[src/cascade_serial_port_pkg.sv]
package cascade_serial_port_pkg;

    // Bits in one serial byte and the index of its final bit.
    localparam int BYTE_BITS = 8;
    localparam logic [2:0] LAST_BIT = 3'h7;
    localparam logic [2:0] FIRST_BIT = 3'h0;

    // Depth of the input synchroniser on every pin.
    localparam int SYNC_STAGES = 3;

    // Width of the reply length counter.
    localparam int LEN_W = 8;
    localparam logic [LEN_W-1:0] LEN_ZERO = 8'h00;
    localparam logic [LEN_W-1:0] LEN_ONE = 8'h01;

    // Depth of the reply data buffer.
    localparam int TX_DEPTH = 4;

    // Reset values of the pin facing registers.
    localparam logic [7:0] BYTE_RESET = 8'h00;
    localparam logic [4:0] PINS_RESET = 5'h1b;

    // Transfer sequencer, one-hot.
    typedef enum logic [4:0] {
        ST_IDLE = 5'b0_0001,
        ST_CMD = 5'b0_0010,
        ST_WAIT = 5'b0_0100,
        ST_XFER = 5'b0_1000,
        ST_DONE = 5'b1_0000
    } seq_state_t;

    // Pins that arrive from outside the mclk domain.
    typedef struct packed {
        logic sclk;
        logic cs_n;
        logic din;
        logic token_n;
        logic rdy_in_n;
    } pin_bundle_t;

    // A received byte with its one-cycle strobe.
    typedef struct packed {
        logic valid;
        logic [7:0] data;
    } byte_evt_t;

endpackage

[src/reply_fifo.sv]
module reply_fifo
    import cascade_serial_port_pkg::*;
#(
    parameter int WIDTH = 8,
    parameter int DEPTH = TX_DEPTH
) (
    // Clock and reset.
    input wire logic mclk,
    input wire logic rst,
    // Filling side.
    input wire logic in_valid,
    output logic in_ready,
    input wire logic [WIDTH-1:0] in_data,
    // Draining side.
    output logic out_valid,
    input wire logic out_ready,
    output logic [WIDTH-1:0] out_data
);
    localparam int AW = $clog2(DEPTH);

    logic [WIDTH-1:0] mem [DEPTH];
    logic [AW:0] wr_ptr_reg;
    logic [AW:0] rd_ptr_reg;
    logic push;
    logic pop;

    // An extra pointer bit tells full from empty without a counter.
    assign in_ready = (wr_ptr_reg[AW] == rd_ptr_reg[AW]) || (wr_ptr_reg[AW-1:0] != rd_ptr_reg[AW-1:0]);
    assign out_valid = wr_ptr_reg != rd_ptr_reg;
    assign out_data = mem[rd_ptr_reg[AW-1:0]];
    assign push = in_valid && in_ready;
    assign pop = out_valid && out_ready;

    // Storage is written only on an accepted word.
    always_ff @(posedge mclk) begin
        if (push) begin
            mem[wr_ptr_reg[AW-1:0]] <= in_data;
        end
    end

    // Pointer update.
    always_ff @(posedge mclk or posedge rst) begin
        if (rst) begin
            wr_ptr_reg <= '0;
            rd_ptr_reg <= '0;
        end else begin
            if (push) begin
                wr_ptr_reg <= wr_ptr_reg + 1'b1;
            end
            if (pop) begin
                rd_ptr_reg <= rd_ptr_reg + 1'b1;
            end
        end
    end
endmodule

[src/cascade_serial_port.sv]
// Behaviour
// - Sample serial input on clock falling edges.
// - Update serial output on clock rising edges.
// - Token low at byte end starts transfer.
// - After transfer, tri-state output, ignore input.
// - Sample token input on clock rising edge.
// - Drop token output in last bit.
// - Token output falls only after rising edge.
// - Select fall with token low enables pins.
// - Select high: no input, output tri-stated.
// - Token fall under select enables output driver.
// - Release output after the commanded byte count.
// - Fault pin open-drain low on input fault.
// - Overflow pin low on overrange or fault.
// - Clock output buffered when enabled, else off.
// - Ready chain output low on new result.
module cascade_serial_port
    import cascade_serial_port_pkg::*;
#(
    parameter int CHANNELS = 4,
    parameter int DEPTH = TX_DEPTH
) (
    // Clock and reset.
    input wire logic mclk,
    input wire logic rst,
    // Serial link pins.
    input wire logic sclk,
    input wire logic cs_n,
    input wire logic din,
    output logic dout,
    output logic dout_oe,
    // Cascade chain pins.
    input wire logic chain_token_in,
    output logic chain_token_out,
    input wire logic ready_chain_in,
    output logic ready_chain_out,
    // Status pins, open drain.
    output logic fault_n_o,
    output logic fault_n_oe,
    output logic range_exceed_flag_n_o,
    output logic range_exceed_flag_n_oe,
    // Oscillator pins.
    input wire logic crystal_in,
    input wire logic crystal_present,
    input wire logic crystal_enable_bit,
    output logic buffered_osc_out,
    output logic buffered_osc_out_oe,
    // Converter side status.
    input wire logic [CHANNELS-1:0] chan_fault,
    input wire logic [CHANNELS-1:0] chan_overrange,
    input wire logic new_result,
    // Reply bytes from the converter side.
    input wire logic tx_valid,
    output logic tx_ready,
    input wire logic [7:0] tx_data,
    // Command decoding from the converter side.
    input wire logic [LEN_W-1:0] reply_len,
    // Received command and data bytes.
    output byte_evt_t cmd_out,
    output byte_evt_t rx_out
);

    // Keeps bits where both late stages agree and holds the rest.
    function automatic pin_bundle_t agree_update(pin_bundle_t mid, pin_bundle_t late,
                                                 pin_bundle_t held);
        pin_bundle_t diff;
        diff = mid ^ late;
        return (mid & ~diff) | (held & diff);
    endfunction

    pin_bundle_t pins;
    pin_bundle_t sync1_reg;
    pin_bundle_t sync2_reg;
    pin_bundle_t sync3_reg;
    pin_bundle_t filt_reg;
    pin_bundle_t filt_next;
    logic [2:0] osc_sync_reg;
    seq_state_t state_reg;
    logic [2:0] bit_cnt_reg;
    logic boundary_reg;
    logic [LEN_W-1:0] len_reg;
    logic [LEN_W-1:0] bytes_left_reg;
    logic [7:0] shift_in_reg;
    logic [7:0] shift_out_reg;
    logic dout_reg;
    logic dout_oe_reg;
    logic token_out_reg;
    logic ready_out_reg;
    logic fault_oe_reg;
    logic over_oe_reg;
    logic osc_out_reg;
    logic osc_oe_reg;
    byte_evt_t cmd_reg;
    byte_evt_t rx_reg;
    logic sclk_rise;
    logic sclk_fall;
    logic cs_fall;
    logic cs_idle;
    logic token_fall;
    logic listening;
    logic start_xfer;
    logic load_byte;
    logic fifo_valid;
    logic [7:0] fifo_data;
    logic [7:0] next_byte;

    // All pins cross into mclk through three flops; a level counts once
    // the second and third flops agree, which also filters single glitches.
    assign pins = '{sclk: sclk, cs_n: cs_n, din: din, token_n: chain_token_in,
                    rdy_in_n: ready_chain_in};
    assign filt_next = agree_update(sync2_reg, sync3_reg, filt_reg);

    always_ff @(posedge mclk or posedge rst) begin
        if (rst) begin
            sync1_reg <= PINS_RESET;
            sync2_reg <= PINS_RESET;
            sync3_reg <= PINS_RESET;
            filt_reg <= PINS_RESET;
        end else begin
            sync1_reg <= pins;
            sync2_reg <= sync1_reg;
            sync3_reg <= sync2_reg;
            filt_reg <= filt_next;
        end
    end

    // Edge events of the filtered pins.
    assign sclk_rise = filt_next.sclk && !filt_reg.sclk;
    assign sclk_fall = !filt_next.sclk && filt_reg.sclk;
    assign cs_fall = !filt_next.cs_n && filt_reg.cs_n;
    assign cs_idle = filt_next.cs_n;
    assign token_fall = !filt_next.token_n && filt_reg.token_n;
    assign listening = (state_reg == ST_CMD) || (state_reg == ST_XFER);

    // A transfer opens at the rising edge that starts a new byte while the
    // token is low; the token is taken only at that rising edge.
    assign start_xfer = sclk_rise && boundary_reg && !filt_next.token_n
                        && (state_reg == ST_WAIT);
    // The opening byte is judged on len_reg, since bytes_left_reg is loaded in the same cycle.
    assign load_byte = sclk_rise && boundary_reg
                       && (((state_reg == ST_XFER) && (bytes_left_reg != LEN_ZERO))
                           || (start_xfer && len_reg != LEN_ZERO));
    // An empty buffer sends zeros rather than stalling the host's clock.
    assign next_byte = fifo_valid ? fifo_data : BYTE_RESET;

    reply_fifo #(
        .WIDTH(8),
        .DEPTH(DEPTH)
    ) u_reply_fifo (
        .mclk(mclk),
        .rst(rst),
        .in_valid(tx_valid),
        .in_ready(tx_ready),
        .in_data(tx_data),
        .out_valid(fifo_valid),
        .out_ready(load_byte),
        .out_data(fifo_data)
    );

    // Sequencer: a select fall opens the command byte, the token decides
    // when this device speaks, and the byte count decides when it stops.
    always_ff @(posedge mclk or posedge rst) begin
        if (rst) begin
            state_reg <= ST_IDLE;
        end else if (cs_idle) begin
            state_reg <= ST_IDLE;
        end else begin
            case (state_reg)
                ST_IDLE: begin
                    if (cs_fall) begin
                        state_reg <= ST_CMD;
                    end
                end
                ST_CMD: begin
                    if (sclk_fall && bit_cnt_reg == LAST_BIT) begin
                        state_reg <= ST_WAIT;
                    end
                end
                ST_WAIT: begin
                    if (start_xfer) begin
                        state_reg <= (len_reg == LEN_ZERO) ? ST_DONE : ST_XFER;
                    end
                end
                ST_XFER: begin
                    if (sclk_rise && boundary_reg && bytes_left_reg == LEN_ZERO) begin
                        state_reg <= ST_DONE;
                    end
                end
                ST_DONE: begin
                    state_reg <= ST_DONE;
                end
                default: begin
                    state_reg <= ST_IDLE;
                end
            endcase
        end
    end

    // Bit counter finds byte ends by counting falling edges from the
    // select fall; the boundary flag marks the rising edge of a new byte.
    always_ff @(posedge mclk or posedge rst) begin
        if (rst) begin
            bit_cnt_reg <= FIRST_BIT;
            boundary_reg <= 1'b0;
        end else if (cs_idle || state_reg == ST_IDLE) begin
            bit_cnt_reg <= FIRST_BIT;
            boundary_reg <= 1'b0;
        end else if (sclk_fall) begin
            bit_cnt_reg <= bit_cnt_reg + 3'h1;
            boundary_reg <= (bit_cnt_reg == LAST_BIT);
        end else if (sclk_rise) begin
            boundary_reg <= 1'b0;
        end
    end

    // Input shifter; only the command byte and this device's own bytes
    // are taken, so waiting and finished devices ignore the line.
    always_ff @(posedge mclk or posedge rst) begin
        if (rst) begin
            shift_in_reg <= BYTE_RESET;
            cmd_reg <= '0;
            rx_reg <= '0;
            len_reg <= LEN_ZERO;
        end else begin
            cmd_reg.valid <= 1'b0;
            rx_reg.valid <= 1'b0;
            if (sclk_fall && listening && !cs_idle) begin
                shift_in_reg <= {shift_in_reg[6:0], filt_next.din};
                if (bit_cnt_reg == LAST_BIT && state_reg == ST_CMD) begin
                    cmd_reg <= '{valid: 1'b1, data: {shift_in_reg[6:0], filt_next.din}};
                    len_reg <= reply_len;
                end
                if (bit_cnt_reg == LAST_BIT && state_reg == ST_XFER) begin
                    rx_reg <= '{valid: 1'b1, data: {shift_in_reg[6:0], filt_next.din}};
                end
            end
        end
    end

    // Remaining reply bytes, counted down as each byte completes.
    always_ff @(posedge mclk or posedge rst) begin
        if (rst) begin
            bytes_left_reg <= LEN_ZERO;
        end else if (start_xfer) begin
            bytes_left_reg <= len_reg;
        end else if (sclk_fall && state_reg == ST_XFER && bit_cnt_reg == LAST_BIT
                     && bytes_left_reg != LEN_ZERO) begin
            bytes_left_reg <= bytes_left_reg - LEN_ONE;
        end
    end

    // Output shifter moves only on rising edges of the serial clock.
    always_ff @(posedge mclk or posedge rst) begin
        if (rst) begin
            shift_out_reg <= BYTE_RESET;
            dout_reg <= 1'b0;
        end else if (load_byte) begin
            dout_reg <= next_byte[7];
            shift_out_reg <= {next_byte[6:0], 1'b0};
        end else if (sclk_rise && state_reg == ST_XFER && !boundary_reg) begin
            dout_reg <= shift_out_reg[7];
            shift_out_reg <= {shift_out_reg[6:0], 1'b0};
        end
    end

    // Output driver: opened by a select fall with the token low, or by a
    // token fall under a low select; closed by select high or the end.
    always_ff @(posedge mclk or posedge rst) begin
        if (rst) begin
            dout_oe_reg <= 1'b0;
        end else if (cs_idle) begin
            dout_oe_reg <= 1'b0;
        end else if (cs_fall && !filt_next.token_n) begin
            dout_oe_reg <= 1'b1;
        end else if (start_xfer) begin
            dout_oe_reg <= (len_reg != LEN_ZERO);
        end else if (token_fall && state_reg != ST_IDLE && state_reg != ST_DONE) begin
            dout_oe_reg <= 1'b1;
        end else if (sclk_rise && boundary_reg && state_reg == ST_XFER
                     && bytes_left_reg == LEN_ZERO) begin
            dout_oe_reg <= 1'b0;
        end
    end

    // Token output falls after the rising edge that opens the last bit of
    // the last byte and stays low until the select rises.
    always_ff @(posedge mclk or posedge rst) begin
        if (rst) begin
            token_out_reg <= 1'b1;
        end else if (cs_idle) begin
            token_out_reg <= 1'b1;
        end else if (sclk_rise && state_reg == ST_XFER && bit_cnt_reg == LAST_BIT
                     && bytes_left_reg == LEN_ONE) begin
            token_out_reg <= 1'b0;
        end else if (start_xfer && len_reg == LEN_ZERO) begin
            token_out_reg <= 1'b0;
        end
    end

    // Ready chain: forced high by a high input, low on a new result, high
    // again at the next select fall; a result in that cycle wins.
    always_ff @(posedge mclk or posedge rst) begin
        if (rst) begin
            ready_out_reg <= 1'b1;
        end else if (filt_next.rdy_in_n) begin
            ready_out_reg <= 1'b1;
        end else if (new_result) begin
            ready_out_reg <= 1'b0;
        end else if (cs_fall) begin
            ready_out_reg <= 1'b1;
        end
    end

    // Status pins pull low only; the board pull-up makes the wired-NOR.
    always_ff @(posedge mclk or posedge rst) begin
        if (rst) begin
            fault_oe_reg <= 1'b0;
            over_oe_reg <= 1'b0;
        end else begin
            fault_oe_reg <= |chan_fault;
            over_oe_reg <= (|chan_overrange) || (|chan_fault);
        end
    end

    // Oscillator copy; sampling through flops costs up to one mclk of
    // jitter, traded for keeping every output on a flop.
    always_ff @(posedge mclk or posedge rst) begin
        if (rst) begin
            osc_sync_reg <= 3'h0;
            osc_out_reg <= 1'b0;
            osc_oe_reg <= 1'b0;
        end else begin
            osc_sync_reg <= {osc_sync_reg[1:0], crystal_in};
            if (osc_sync_reg[1] == osc_sync_reg[2]) begin
                osc_out_reg <= osc_sync_reg[2];
            end
            osc_oe_reg <= crystal_enable_bit && crystal_present;
        end
    end

    // Pin and user outputs.
    assign dout = dout_reg;
    assign dout_oe = dout_oe_reg;
    assign chain_token_out = token_out_reg;
    assign ready_chain_out = ready_out_reg;
    assign fault_n_o = 1'b0;
    assign fault_n_oe = fault_oe_reg;
    assign range_exceed_flag_n_o = 1'b0;
    assign range_exceed_flag_n_oe = over_oe_reg;
    assign buffered_osc_out = osc_out_reg;
    assign buffered_osc_out_oe = osc_oe_reg;
    assign cmd_out = cmd_reg;
    assign rx_out = rx_reg;
endmodule

[config.mk]
export PLATFORM = sky130hd
export DESIGN_NAME = cascade_serial_port
export DESIGN_NICKNAME = d
export VERILOG_FILES = /design/src/cascade_serial_port_pkg.sv /design/src/reply_fifo.sv /design/src/cascade_serial_port.sv
export SDC_FILE = /design/constraint.sdc
export NUM_CORES = 1
export LEC_CHECK = 0
export BUFFER_PORTS_ARGS = -buffer_cell sky130_fd_sc_hd__buf_2
export CAP_MARGIN = 20
export CORE_MARGIN = 2
export CORE_UTILIZATION = 55
export DETAILED_ROUTE_END_ITERATION = 8
export HOLD_SLACK_MARGIN = 0.08
export PLACE_DENSITY = 0.8
export SYNTH_ARGS = -nofsm -noshare
export SYNTH_HDL_FRONTEND = slang
export SYNTH_SLANG_ARGS = --single-unit
export TNS_END_PERCENT = 100
[constraint.sdc]
create_clock -name mclk -period 3.9 [get_ports mclk]
set_clock_uncertainty 0.2 [all_clocks]
set_input_delay 0.585 -clock mclk [delete_from_list [all_inputs] [get_ports mclk]]
set_output_delay 0.585 -clock mclk [all_outputs]
set_load 0.03 [all_outputs]
==> results.txt, run 1 <==
The min-delay analysis places its worst path in the category input port to flip-flop. The post-detailed-route wirelength per cell is around 17 µm. CTS saw around 130 sinks. 65 I/O pins were placed. The number of standard cells in the layout, taps in and fillers out came out at approximately 610. The gate family responsible for the most delay along the worst path is simple AND/OR/NAND/NOR gates. The final sum of negative setup slack came out at 0 ps.

The prevailing post-synth register cell is sky130_fd_sc_hd__dfrtp_1. Gates resized during post-CTS repair numbered 0. The critical path in this run is classified as flip-flop to flip-flop. The repair_antennas step left the layout with diodes totalling 0. STA classifies the critical path startpoint as a flip-flop. In this run the mean area of a mapped cell was between 10 and 15 µm².

The run finished with clean final reports. The instance count after placement with tap cells included came out at roughly 560. The startpoint identified for the worst register-to-register timing path is sync3_reg[4]$_DFF_PP1_. The warning count from the yosys run came out at 0. The area of all sequential standard cells is between 0.003 and 0.004 mm².

Together, buffers and inverters on the worst path number 0. The arrival time at the worst endpoint came out at approximately 3200 ps. Setup repair after global routing left no endpoint under its margin. In the final layout, the multi-input gates occupy 0.00181 mm². The max capacitance violation total came out at 0. Power spread over the standard cell area amounts to approximately 530 mW/mm². The post-detailed-placement half-perimeter wirelength is 6480 µm. The clock tree buffer depth came out at 2. The post-route antenna net violation count is 0. The post-synthesis instance total came out at 377. Across all hold checks on the routed design, the worst slack comes to ~100 ps. The cell with the most instances after synthesis is sky130_fd_sc_hd__dfrtp_1.

Of all flip-flops after synthesis, the portion carrying an async set or reset was between 70% and 80%. In this run the core area contains 35 standard-cell rows. The initial antenna violation count is 0. The clock latency at the later pin of the worst-skew pair came out at 510 ps. The proportion of synthesized chip area in sequential cells came out at 63.4%. The number of fillers in the final layout came out at about 610. The normalized max-slew margin is a little over two fifths. The worst stage delay on the critical path is a little under 700 ps. TritonCTS built the clock tree. The top cell type by area accounts for around 36% of the synthesized area.

The final RePlAce weighted congestion came out at between 0.8 and 0.9. The maximum clock frequency came out at ~0.33 GHz. The horizontal die dimension came out at 102 µm. The most critical setup path has its startpoint at sync3_reg[4]$_DFF_PP1_. The initial DRC count is roughly 160. The origin of the worst min-delay path is tx_data[1]. The data required time at the worst endpoint came out at about 4100 ps. The H-tree depth came out at 4. The number of global-route vias before repair is 3577. Entering global routing, the biggest net connects 53 pins. The count of unresolved DRC violations after routing is 0.

The final critical path takes up around 77% of the cycle. The master cell of the clock root buffer is sky130_fd_sc_hd__clkbuf_8. In the synthesized netlist, the cells that appear most often are 75 x sky130_fd_sc_hd__dfrtp_1, 32 x sky130_fd_sc_hd__edfxtp_1, 32 x sky130_fd_sc_hd__mux2_2, 27 x sky130_fd_sc_hd__nor2_1, 21 x sky130_fd_sc_hd__a21oi_1. The total congestion overflow after global routing came out at 0.

The area of the placeable core came out at 0.00924 mm². The hold violation total from the final report came out at 0. The post-route netlist has roughly 36% of its cells at a drive strength greater than 1. The TritonCTS buffer count is 17. The final number of setup-violating endpoints is 0. After detailed routing, the number of vias per cell comes to around 5.5. The shortest period the worst path allows is roughly 3000 ps. Yosys mapped the design onto 50 distinct sky130hd cell types. The cell type of the slowest stage on the worst timing path is sky130_fd_sc_hd__nor2_2. After synthesis the cells add up to roughly 0.0053 mm². The flip-flop count of the largest register, all copies and words added is 32.

Buffers placed on the I/O ports in this run total a little over 60. STA classifies the critical path endpoint as a flip-flop. The peak ir drop on the vdd network is between 0.4 and 0.5 mV. The maximum net fanout on the critical path came out at 17.

The area added between synthesis and finish is 23.7%. The first detailed-routing pass ran for 4 iterations. The synthesized flop and latch total is approximately 130. The number of vias after detailed routing came out at about 3400. The initial standard-cell utilization of the core came out at 57.0%. The area enclosed by the die boundary came out at 0.0104 mm². sky130_fd_sc_hd__dfrtp_1 takes more of the synthesized area than any other cell. After detailed routing, the total wire length is a little over 10000 µm. The total global-route track usage is between 20% and 30%. Counting flops with a built-in enable in the synthesized netlist gives 32.

The die height came out at approximately 100 µm. After clock tree synthesis, the clock-pin slew on the worst setup and hold paths is ~60 ps. The leakage power figure came out at between 0.002 and 0.003 µW. The first global-routing pass estimated 17000 µm of wire. The final net count is slightly above 500.

The signal on the critical path passes through o21ai_0 -> ha_1 -> nand4b_1 -> nor2_4 -> nand2_1 -> nor2_2 -> mux2_2. The max-slew violation count is 0. The internal reg-to-reg setup slack is 890 ps.

The measured slew at the worst slew-check pin came out at approximately 860 ps. By area the synthesized netlist is led by sky130_fd_sc_hd__dfrtp_1 36%, sky130_fd_sc_hd__edfxtp_1 18%, sky130_fd_sc_hd__dfstp_2 9.5%.
==> layer usage <==
layer | share of wire [%] | vias to the layer above | GRT usage (%)
met5 | 0 | - | 0
met4 | 1.1 | 0 | 7.69
met3 | 3.4 | 8 | 5.13
met2 | 54 | 73 | 37.3
met1 | 41 | 1711 | 26.4
li1 | - | 1563 | -
==> cells in the final DEF (no fill, tap or decap), drive strengths merged, types with 3 or more instances in the layout <==
| master | n |
|---|---|
| a21oi | 21 |
| a22oi | 7 |
| and2 | 4 |
| and3 | 5 |
| buf | 68 |
| bufinv | 3 |
| clkbuf | 18 |
| clkinv | 6 |
| dfrtp | 75 |
| dfstp | 19 |
| dlygate4sd3 | 20 |
| edfxtp | 32 |
| ha | 12 |
| inv | 14 |
| maj3 | 4 |
| mux2 | 32 |
| mux4 | 8 |
| nand2 | 18 |
| nand2b | 6 |
| nand3 | 8 |
| nand4b | 5 |
| nor2 | 29 |
| nor3 | 6 |
| nor4 | 8 |
| nor4b | 3 |
| o211ai | 3 |
| o21ai | 9 |
| or3 | 3 |
| or4 | 6 |
| xnor2 | 8 |
| xor2 | 7 |
==> power breakdown <==
part           switching (µW)  internal [µW]
combinational             197            128
clock                     588            987
sequential               74.9           1490
==> final timing paths <==
| path | to | cells after the start |
|---|---|---|
| worst min-delay path | u_reply_fifo.mem[3][1]$_DFFE_PP_ | 1 |
| worst max-delay path | cmd_out[5]$_DFFE_PP0P_ | 7 |
| min in group asynchronous | u_reply_fifo.wr_ptr_reg[0]$_DFFE_PP0P_ | 3 |
| max in group asynchronous | shift_in_reg[3]$_DFFE_PP0P_ | 4 |
| worst min register to register | osc_sync_reg[1]$_DFF_PP0_ | 0 |
| worst max register to register | cmd_out[5]$_DFFE_PP0P_ | 7 |
==> stage by stage <==
stage               instance area (µm²)  power, µW  utilization (%)  worst slack, ps
CTS                                6510       3490             70.4              898
finish                             6510       3460             70.4              891
global placement                   5710       1860             61.8             1110
global route                       6510       3590             70.4              681
detailed placement                 5710       1890             61.8              963
floorplan                          5270       1780                -              698
==> cell families (layout without fill, tap and decap cells) <==
kind of cell	after synthesis	count (layout)	synth area share (%)
DFF	126	126	63.4
xor gates and xnor gates	15	15	2.50
and+or+nand+nor	106	106	12.1
adders and majority gates	16	16	3.61
buffers and inverters	24	130	2.19
muxes	42	42	10.7
AOI/OAI and AO/OA	47	47	5.44
other	1	2	0.0713
==> cell type report <==
type / count / area share (%)
clock inverter: 14 / 2.81
timing repair buffer: 88 / 8.54
clock buffer: 18 / 6.42
tap: 129 / 2.48
multi-input combinational: 228 / 27.9
inverter: 10 / 0.596
sequential: 126 / 51.3
==> timing repair <==
item                       4_1_cts  5_1_grt
buffers inserted                 0        0
hold buffers                    20        0
hold endpoints to repair        76        0
setup endpoints to repair        0        0
Power figures use the tool's default switching activity.
==> run 2, diff against run 1 <==
CORE_UTILIZATION = 52   (was 55)
PLACE_DENSITY = 0.79   (was 0.8)
clock period = 2.6 ns   (was 3.9 ns; I/O delays follow)
==> run 2 against run 1 <==
  * Combinational power rose by 66%
  * Register-to-register slack lost 830 ps
  * Utilization fell by 0.63 points
  * Via count increased by 3.2%
  * Critical path depth increased by 4
  * Global-route usage is 0.87 points lower
  * Sequential cell count unchanged
  * Hold slack improved by 56 ps
  * Non-clock buffer count is 33 higher
  * Largest cell class unchanged
==> results.txt, run 2 (synthesis gave the netlist of run 1 again) <==
The area enclosed by the die boundary is 0.0109 mm² (+5.5%). The final design utilization is 69.8% (-0.63 points). The post-detailed-route wirelength per cell came out at 16.4 µm (-2.0%). The maximum number of pins on one net before global-route repair came out at 40 (-25%). The antenna diode count came out at 0 (unchanged). TritonCTS built the clock tree. Leaving out fill and tap cells, the most frequent cell in the layout is sky130_fd_sc_hd__dfrtp_1.

The initial antenna violation count is 0 (unchanged). The fraction of layout cells with a size suffix above 1 came out at 38.7% (+3.1 points). The total global-route track usage is 20.6% (-0.87 points). The shortest period the worst path allows came out at 2540 ps (-470 ps). The data required time at the worst endpoint is 2800 ps (-1290 ps). The origin of the worst min-delay path is sync1_reg[0]$_DFF_PP1_. The terminating pin of the worst hold path is sync2_reg[0]$_DFF_PP1_. The total congestion overflow after global routing is 0 (unchanged). The row count was 36 (+2.9%). The post-layout worst setup margin came out at 60.3 ps (-830 ps). The total internal power came out at 3900 µW (+50%).

The max-slew violation count came out at 0 (unchanged). In this run the worst hold path is classified as flip-flop to flip-flop. The number of sinks on the clock net is 126 (unchanged). The die height came out at 105 µm (+2.7%). The clock network fraction of total power came out at 44.5% (-1.0 points). The leakage power figure is 0.00313 µW (+6.0%).

The horizontal die dimension is 105 µm (+2.7%). The normalized max-slew margin is 57.7% (+15 points). The number of global-route vias before repair came out at 3640 (+1.8%).

The internal reg-to-reg setup slack is 60 ps (-830 ps). The count of cells along the worst hold path came out at 0 (-1). The final routed wirelength across all metal layers is 10600 µm (+3.9%). The post-route clock period utilization came out at 97.7% (+21 points). The initial standard-cell utilization of the core came out at 53.6% (-3.4 points). The measured slew at the worst slew-check pin came to 632 ps (-229 ps). The net switching power figure came out at 1270 µW (+48%). The number of cell instances on the worst register-to-register path came to 11 (+4). The clock latency at the later pin of the worst-skew pair is 520 ps (about the same). In the layout the commonest cells are 75 x sky130_fd_sc_hd__dfrtp_1, 63 x sky130_fd_sc_hd__buf_2, 32 x sky130_fd_sc_hd__dlygate4sd3_1, 32 x sky130_fd_sc_hd__edfxtp_1, 31 x sky130_fd_sc_hd__mux2_2. The endpoint identified for the worst register-to-register timing path is u_reply_fifo.rd_ptr_reg[1]$_DFFE_PP0P_. The wire length of the first global-routing pass came out at 17600 µm (+3.5%). The met1 usage in global routing is 26.2% (-0.22 points). The switching power share of the total is 24.6% (-0.19 points). The flip-flop count of the largest register, all copies and words added is 32 (unchanged). The clock transition at the register clock pins on the worst setup and hold paths after CTS is 60 ps (about the same). The final net count came out at 552 (+6.4%).

The tree is rooted in a sky130_fd_sc_hd__clkbuf_8. The per-cell via count in the routed design is 5.33 (-2.6%). The source of the worst register-to-register timing path is filt_reg[4]$_DFF_PP1_. The post-detailed-placement half-perimeter wirelength is 6600 µm (+2.0%). The initial DRC count came out at 190 (+21%). The area added between synthesis and finish is 30.2%. The met2 usage in global routing is 33.8% (-3.5 points). The fraction of power consumed by sequential logic is 45.0% (about the same). Setup repair after global routing could not meet its margin everywhere. The number of placed I/O pins came out at 65 (unchanged).

The clock tree buffer depth came to 2 (unchanged). The flow ran to the end, and the final reports show no timing, DRC or antenna violations. The final RePlAce weighted congestion is 0.853 (-1.8%). The hold violation total from the final report was 0 (unchanged). The power per cell area came out at 754 mW/mm² (+42%). STA classifies the critical path endpoint as a flip-flop. The post-route antenna net violation count is 0 (unchanged). The maximum net fanout on the critical path came out at 5 (-12). The TritonCTS buffer count is 17 (unchanged). The portion of total power attributed to combinational logic came to 10.4% (+1.0 points). The arrival time at the worst endpoint came to 2740 ps (-460 ps). The global-route met3 utilization is 5.74% (+0.61 points). The length of the first detailed-routing pass in iterations came out at 4 (unchanged). The max capacitance violation total came to 0 (unchanged). The critical path launch point type is a flip-flop. The global routing stage identified its most utilized layer as met2.

The peak ir drop on the vdd network was 0.557 mV (+37%). The final sum of negative setup slack is 0 ps (unchanged). The maximum clock frequency came out at 0.394 GHz (+18%). The number of vias after detailed routing is 3464 (+3.2%).

The area of the placeable core is 0.00982 mm² (+6.3%). The H-tree depth is 4 (unchanged). The pre-CTS worst setup slack is 3.59 ps (-960 ps).

The final number of setup-violating endpoints came out at 0 (unchanged). The count of unresolved DRC violations after routing came out at 0 (unchanged). The worst setup path is of the flip-flop to flip-flop kind. The number of I/O port buffers is 62 (unchanged).
## run 2: power groups by stage
stage | clock network (µW) | logic [µW] | registers [µW]
after floorplan | 0 | 333 | 2340
after global placement | 0 | 465 | 2350
after detailed placement | 0 | 487 | 2360
after CTS | 2340 | 526 | 2330
after global routing | 2430 | 600 | 2340
final | 2300 | 540 | 2330
## run 2: repair_timing
item	CTS	global route
resized for setup	0	13
buffers inserted	3	3
cloned	0	1
hold buffers	32	0
pin swaps	0	7
endpoints found under the setup margin	1	26
endpoints found under the hold margin	77	0
## run 2: layout make-up
| class | instances | area, µm² |
|---|---|---|
| fill | 687 | 2970 |
| timing repair buffer | 121 | 876 |
| clock inverter | 13 | 134 |
| inverter | 10 | 41.3 |
| sequential | 126 | 3340 |
| tap | 133 | 166 |
| multi-input combinational | 228 | 1850 |
| clock buffer | 19 | 453 |
## run 2: worst max path at each step
stage / end / depth (start not counted) / start / slack (ps)
floorplan: len_reg[7]$_DFFE_PP0P_ / 9 / sync3_reg[4]$_DFF_PP1_ / 30
finish: u_reply_fifo.rd_ptr_reg[1]$_DFFE_PP0P_ / 11 / filt_reg[4]$_DFF_PP1_ / 60
global placement: u_reply_fifo.rd_ptr_reg[1]$_DFFE_PP0P_ / 11 / sync2_reg[4]$_DFF_PP1_ / 110
detailed placement: u_reply_fifo.rd_ptr_reg[1]$_DFFE_PP0P_ / 11 / sync2_reg[4]$_DFF_PP1_ / 4
CTS: u_reply_fifo.rd_ptr_reg[1]$_DFFE_PP0P_ / 11 / sync2_reg[4]$_DFF_PP1_ / 3
global route: u_reply_fifo.rd_ptr_reg[1]$_DFFE_PP0P_ / 11 / filt_reg[4]$_DFF_PP1_ / -50
## run 2: worst max-delay path, cell delays in order, from the launching register on
cell and delay, ps:
sky130_fd_sc_hd__dfstp_2 540, sky130_fd_sc_hd__inv_1 60, sky130_fd_sc_hd__nand2_1 80, sky130_fd_sc_hd__o21ai_2 60, sky130_fd_sc_hd__inv_1 80, sky130_fd_sc_hd__ha_2 180
sky130_fd_sc_hd__and2_4 140, sky130_fd_sc_hd__nand4b_1 130, sky130_fd_sc_hd__o22a_2 310, sky130_fd_sc_hd__nor3_4 210, sky130_fd_sc_hd__buf_6 150, sky130_fd_sc_hd__mux2_4 290
## run 2: per-layer routing
metal,share of wire (%),vias up
li1,-,1623
met3,3.0,20
met5,0,-
met2,51,82
met1,44,1739
met4,1.9,0
## run 2: metrics by stage
| step | area, µm² | power, µW | hold slack (ps) | cells |
|---|---|---|---|---|
| after floorplan | 5270 | 2670 | 131 | 378 |
| after global placement | 5860 | 2810 | 134 | 579 |
| after detailed placement | 5860 | 2850 | 149 | 579 |
| after CTS | 6790 | 5200 | 157 | 646 |
| after global routing | 6850 | 5380 | 162 | 650 |
| final | 6850 | 5170 | 157 | 650 |
==> run 3, diff against run 2 <==
ABC_AREA = 1   (was default)
CORE_MARGIN = 8   (was 2)
==> run 3 against run 2 <==
  * Sequential power hardly changed
  * Via count up 20%
  * Utilization fell by 4.4 points
  * Synthesized area up 6.4%
  * Clock power is essentially flat
  * Setup slack better by 180 ps
  * First-iteration DRC count grew 52%
  * Hold slack got worse by 4.7 ps
  * Register-to-register slack better by 290 ps
  * Synthesized cell count increased by 51%
  * Clock-buffer cell count rose by 5
  * Cell count grew 28%
==> results.txt, run 3 <==
The antenna diode count is 0 (unchanged). By startpoint and endpoint, the worst setup path is classified as flip-flop to output port. The number of sinks on the clock net came out at 126 (unchanged). The fraction of synthesized cell area taken by the top area cell type came to 33.5% (-2.1 points).

The number of buffers inserted to repair setup after CTS came to 0 (-3). The initial standard-cell utilization of the core is 52.6% (-1.0 points). The leakage power figure was 0.00341 µW (+9.1%).

The arrival time at the worst endpoint came out at 1770 ps (-970 ps). The normalized max-slew margin came out at 53.8% (-3.9 points). The total congestion overflow after global routing is 0 (unchanged). The maximum clock frequency is 0.424 GHz (+7.7%). The placed standard-cell area is 0.00607 mm² (+3.6%). The mean instance size in the synthesized netlist is 9.86 µm² (-29%). The max-slew violation count is 0 (unchanged). Setup repair after global routing left no endpoint under its margin. The internal reg-to-reg setup slack came out at 350 ps (+290 ps). The final RePlAce weighted congestion came out at 0.838 (-1.7%). The clock latency at the later pin of the worst-skew pair came to 520 ps (about the same).

The pre-CTS worst setup slack is 356 ps (+353 ps). The data required time at the worst endpoint came out at 2010 ps (-790 ps). The max capacitance violation total is 0 (unchanged).

The cell area after technology mapping is 0.00560 mm² (+6.4%). The peak ir drop on the vdd network was 0.634 mV (+14%). The post-synthesis instance total came out at 568 (+51%). The worst stage delay on the critical path is 680 ps (+140 ps). The cell sitting at the root of the clock tree is a sky130_fd_sc_hd__clkbuf_8. In this run the worst hold path is classified as flip-flop to flip-flop. The total global-route track usage is 17.6% (-3.0 points). The number of flops mapped to enable cells by yosys came out at 32 (unchanged). After synthesis, the cell types taking the most area are sky130_fd_sc_hd__dfrtp_1 34%, sky130_fd_sc_hd__edfxtp_1 17%, sky130_fd_sc_hd__nand2_1 10%.

The prevailing post-synth register cell is sky130_fd_sc_hd__dfrtp_1. The row count is 38 (+5.6%). The number of global-route vias before repair came out at 4463 (+23%).

The flow ran to the end, and the final reports show no timing, DRC or antenna violations. The final number of setup-violating endpoints came out at 0 (unchanged). The wire length of the first global-routing pass came to 20300 µm (+16%).

The maximum net fanout on the critical path was 13 (+8). The share of flip-flops with an asynchronous set or reset was 74.6% (unchanged). The area of all placed cells without fillers is 0.00697 mm² (+1.7%). Counting instances in the post-synthesis netlist gives the leading cell types as 151 x sky130_fd_sc_hd__nand2_1, 75 x sky130_fd_sc_hd__dfrtp_1, 63 x sky130_fd_sc_hd__inv_1, 55 x sky130_fd_sc_hd__nor2_1, 35 x sky130_fd_sc_hd__nand3_1.

Leaving out fill and tap cells, the most frequent cell in the layout is sky130_fd_sc_hd__nand2_1. The die height came out at 120 µm (+14%). By instance count, the leading cell after synthesis is sky130_fd_sc_hd__nand2_1.

The number of vias after detailed routing was 4162 (+20%). The smallest hold slack came to 153 ps (-4.72 ps). The critical path goes through xnor2_1 -> nand3b_1 -> buf_2. The post-layout worst setup margin is 241 ps (+181 ps). The fraction of layout cells with a size suffix above 1 is 23.5% (-15 points). The cell type of the slowest stage on the worst timing path is sky130_fd_sc_hd__dfrtp_1. The final net count came out at 724 (+31%).

The number of I/O port buffers came out at 62 (unchanged). The post-route clock period utilization is 90.7% (-7.0 points). The synthesized flop and latch total came out at 126 (unchanged). The kind of end point of the critical path is an output port. The post-detailed-route wirelength per cell came to 14.3 µm (-13%). The warning count from the yosys run is 0 (unchanged). The TritonCTS buffer count was 17 (unchanged). sky130_fd_sc_hd__dfrtp_1 takes more of the synthesized area than any other cell. The H-tree depth is 4 (unchanged).

The length of the first detailed-routing pass in iterations is 5 (+1). The initial DRC count was 289 (+52%). The per-cell via count in the routed design came out at 5.02 (-5.8%). The post-route antenna net violation count was 0 (unchanged). The proportion of synthesized chip area in sequential cells came to 59.6% (-3.8 points). The worst setup path is launched from a flip-flop. The clock tree buffer depth is 2 (unchanged). The number of placed I/O pins was 65 (unchanged).

The shortest period the worst path allows came to 2360 ps (-181 ps). The count of unresolved DRC violations after routing came out at 0 (unchanged). The maximum number of pins on one net before global-route repair was 39 (-2.5%).

The horizontal die dimension is 120 µm (+14%). The hold violation total from the final report is 0 (unchanged). The final sum of negative setup slack is 0 ps (unchanged).

The CTS tree is done. The clock transition at the register clock pins on the worst setup and hold paths after CTS was 60 ps (about the same). The flip-flop count of the largest register, all copies and words added is 32 (unchanged).

The power per cell area came out at 763 mW/mm² (+1.1%). The area enclosed by the die boundary is 0.0143 mm² (+31%). The count of unique library cells instantiated by Yosys is 39 (-22%). The area added between synthesis and finish came out at 24.5%. The measured slew at the worst slew-check pin came to 691 ps (+58.8 ps). The post-detailed-placement half-perimeter wirelength came out at 7670 µm (+16%). The area of the placeable core came to 0.0107 mm² (+8.5%).

The initial antenna violation count came to 0 (unchanged). The final routed wirelength across all metal layers came to 11900 µm (+12%). Leaving out fill and tap cells, the most frequent cells in the layout are 151 x sky130_fd_sc_hd__nand2_1, 75 x sky130_fd_sc_hd__dfrtp_1, 62 x sky130_fd_sc_hd__inv_1, 62 x sky130_fd_sc_hd__buf_2, 55 x sky130_fd_sc_hd__nor2_1.
run 3: cell types whose count changed after synthesis, sizes merged, moves of 6 or more:
cell / previous run / this run
a21oi: 21 / 10
a22oi: 7 / 0
inv: 10 / 66
mux2: 32 / 0
mux4: 8 / 0
nand2: 18 / 160
nand2b: 6 / 0
nand3: 8 / 38
nor2: 29 / 62
o21ai: 9 / 43
or4: 6 / 0
run 3: layout make-up:
type | instances | area [µm²]
fillers | 821 | 3680
flip-flops and latches | 126 | 3340
multi-input cells | 363 | 1920
repair buffers | 102 | 701
clock buffers | 24 | 512
inverters | 66 | 251
well taps | 140 | 175
clock inverters | 8 | 77.6
run 3: kinds of logic (layout without fill, tap and decap cells):
| group | after synthesis | count (layout) | synth area share [%] |
|---|---|---|---|
| AOI/OAI and AO/OA | 66 | 66 | 7.64 |
| xor gates and xnor gates | 12 | 12 | 1.88 |
| adders and majority gates | 13 | 13 | 2.86 |
| buffers and inverters | 80 | 200 | 6.24 |
| DFF | 126 | 126 | 59.6 |
| other | 1 | 2 | 0.0670 |
| and+or+nand+nor | 270 | 270 | 21.7 |
run 3: worst paths after layout:
kind / from / endpoint / depth (start not counted)
setup reg to reg: filt_reg[4]$_DFF_PP1_ / bytes_left_reg[2]$_DFFE_PP0P_ / 11
max in group asynchronous: rst / shift_in_reg[3]$_DFFE_PP0P_ / 4
hold reg to reg: osc_sync_reg[0]$_DFF_PP0_ / osc_sync_reg[1]$_DFF_PP0_ / 0
setup / recovery: u_reply_fifo.rd_ptr_reg[1]$_DFFE_PP0P_ / tx_ready / 3
hold / removal: osc_sync_reg[0]$_DFF_PP0_ / osc_sync_reg[1]$_DFF_PP0_ / 0
min in group asynchronous: rst / range_exceed_flag_n_oe$_DFF_PP0_ / 3
run 3: where the power goes:
part | leakage, µW | switching (µW) | internal [µW]
registers | 0.00146 | 94.3 | 2250
logic | 0.00166 | 445 | 244
clock network | 0.000289 | 834 | 1450
total | 0.00341 | 1370 | 3940
run 3: timing repair:
| item | in CTS | in global routing |
|---|---|---|
| hold buffers | 31 | 0 |
| resized for setup | 0 | 0 |
| hold endpoints to repair | 72 | 0 |
run 3: through the flow:
stage          util [%]  total power, µW  instances
5_1_grt            65.4             5530        829
4_1_cts            65.4             5340        829
6_report           65.4             5320        829
3_3_place_gp       57.0             2980        766
3_5_place_dp       57.0             3020        766
2_1_floorplan         -             2810        569
run 3: worst max-delay path: cells and delay by family (launching register included):
| family | cells | cell delay (ps) |
|---|---|---|
| DFF | 1 | 680 |
| buffers and inverters | 1 | 210 |
| and+or+nand+nor | 1 | 150 |
| xor gates and xnor gates | 1 | 210 |
run 3: routing by layer:
metal	vias to the layer above	track usage [%]	wire, µm
li1	2041	-	-
met4	0	11.4	289
met1	1988	20.0	4980
met2	104	29.0	6030
met3	29	4.79	575
met5	-	0	0
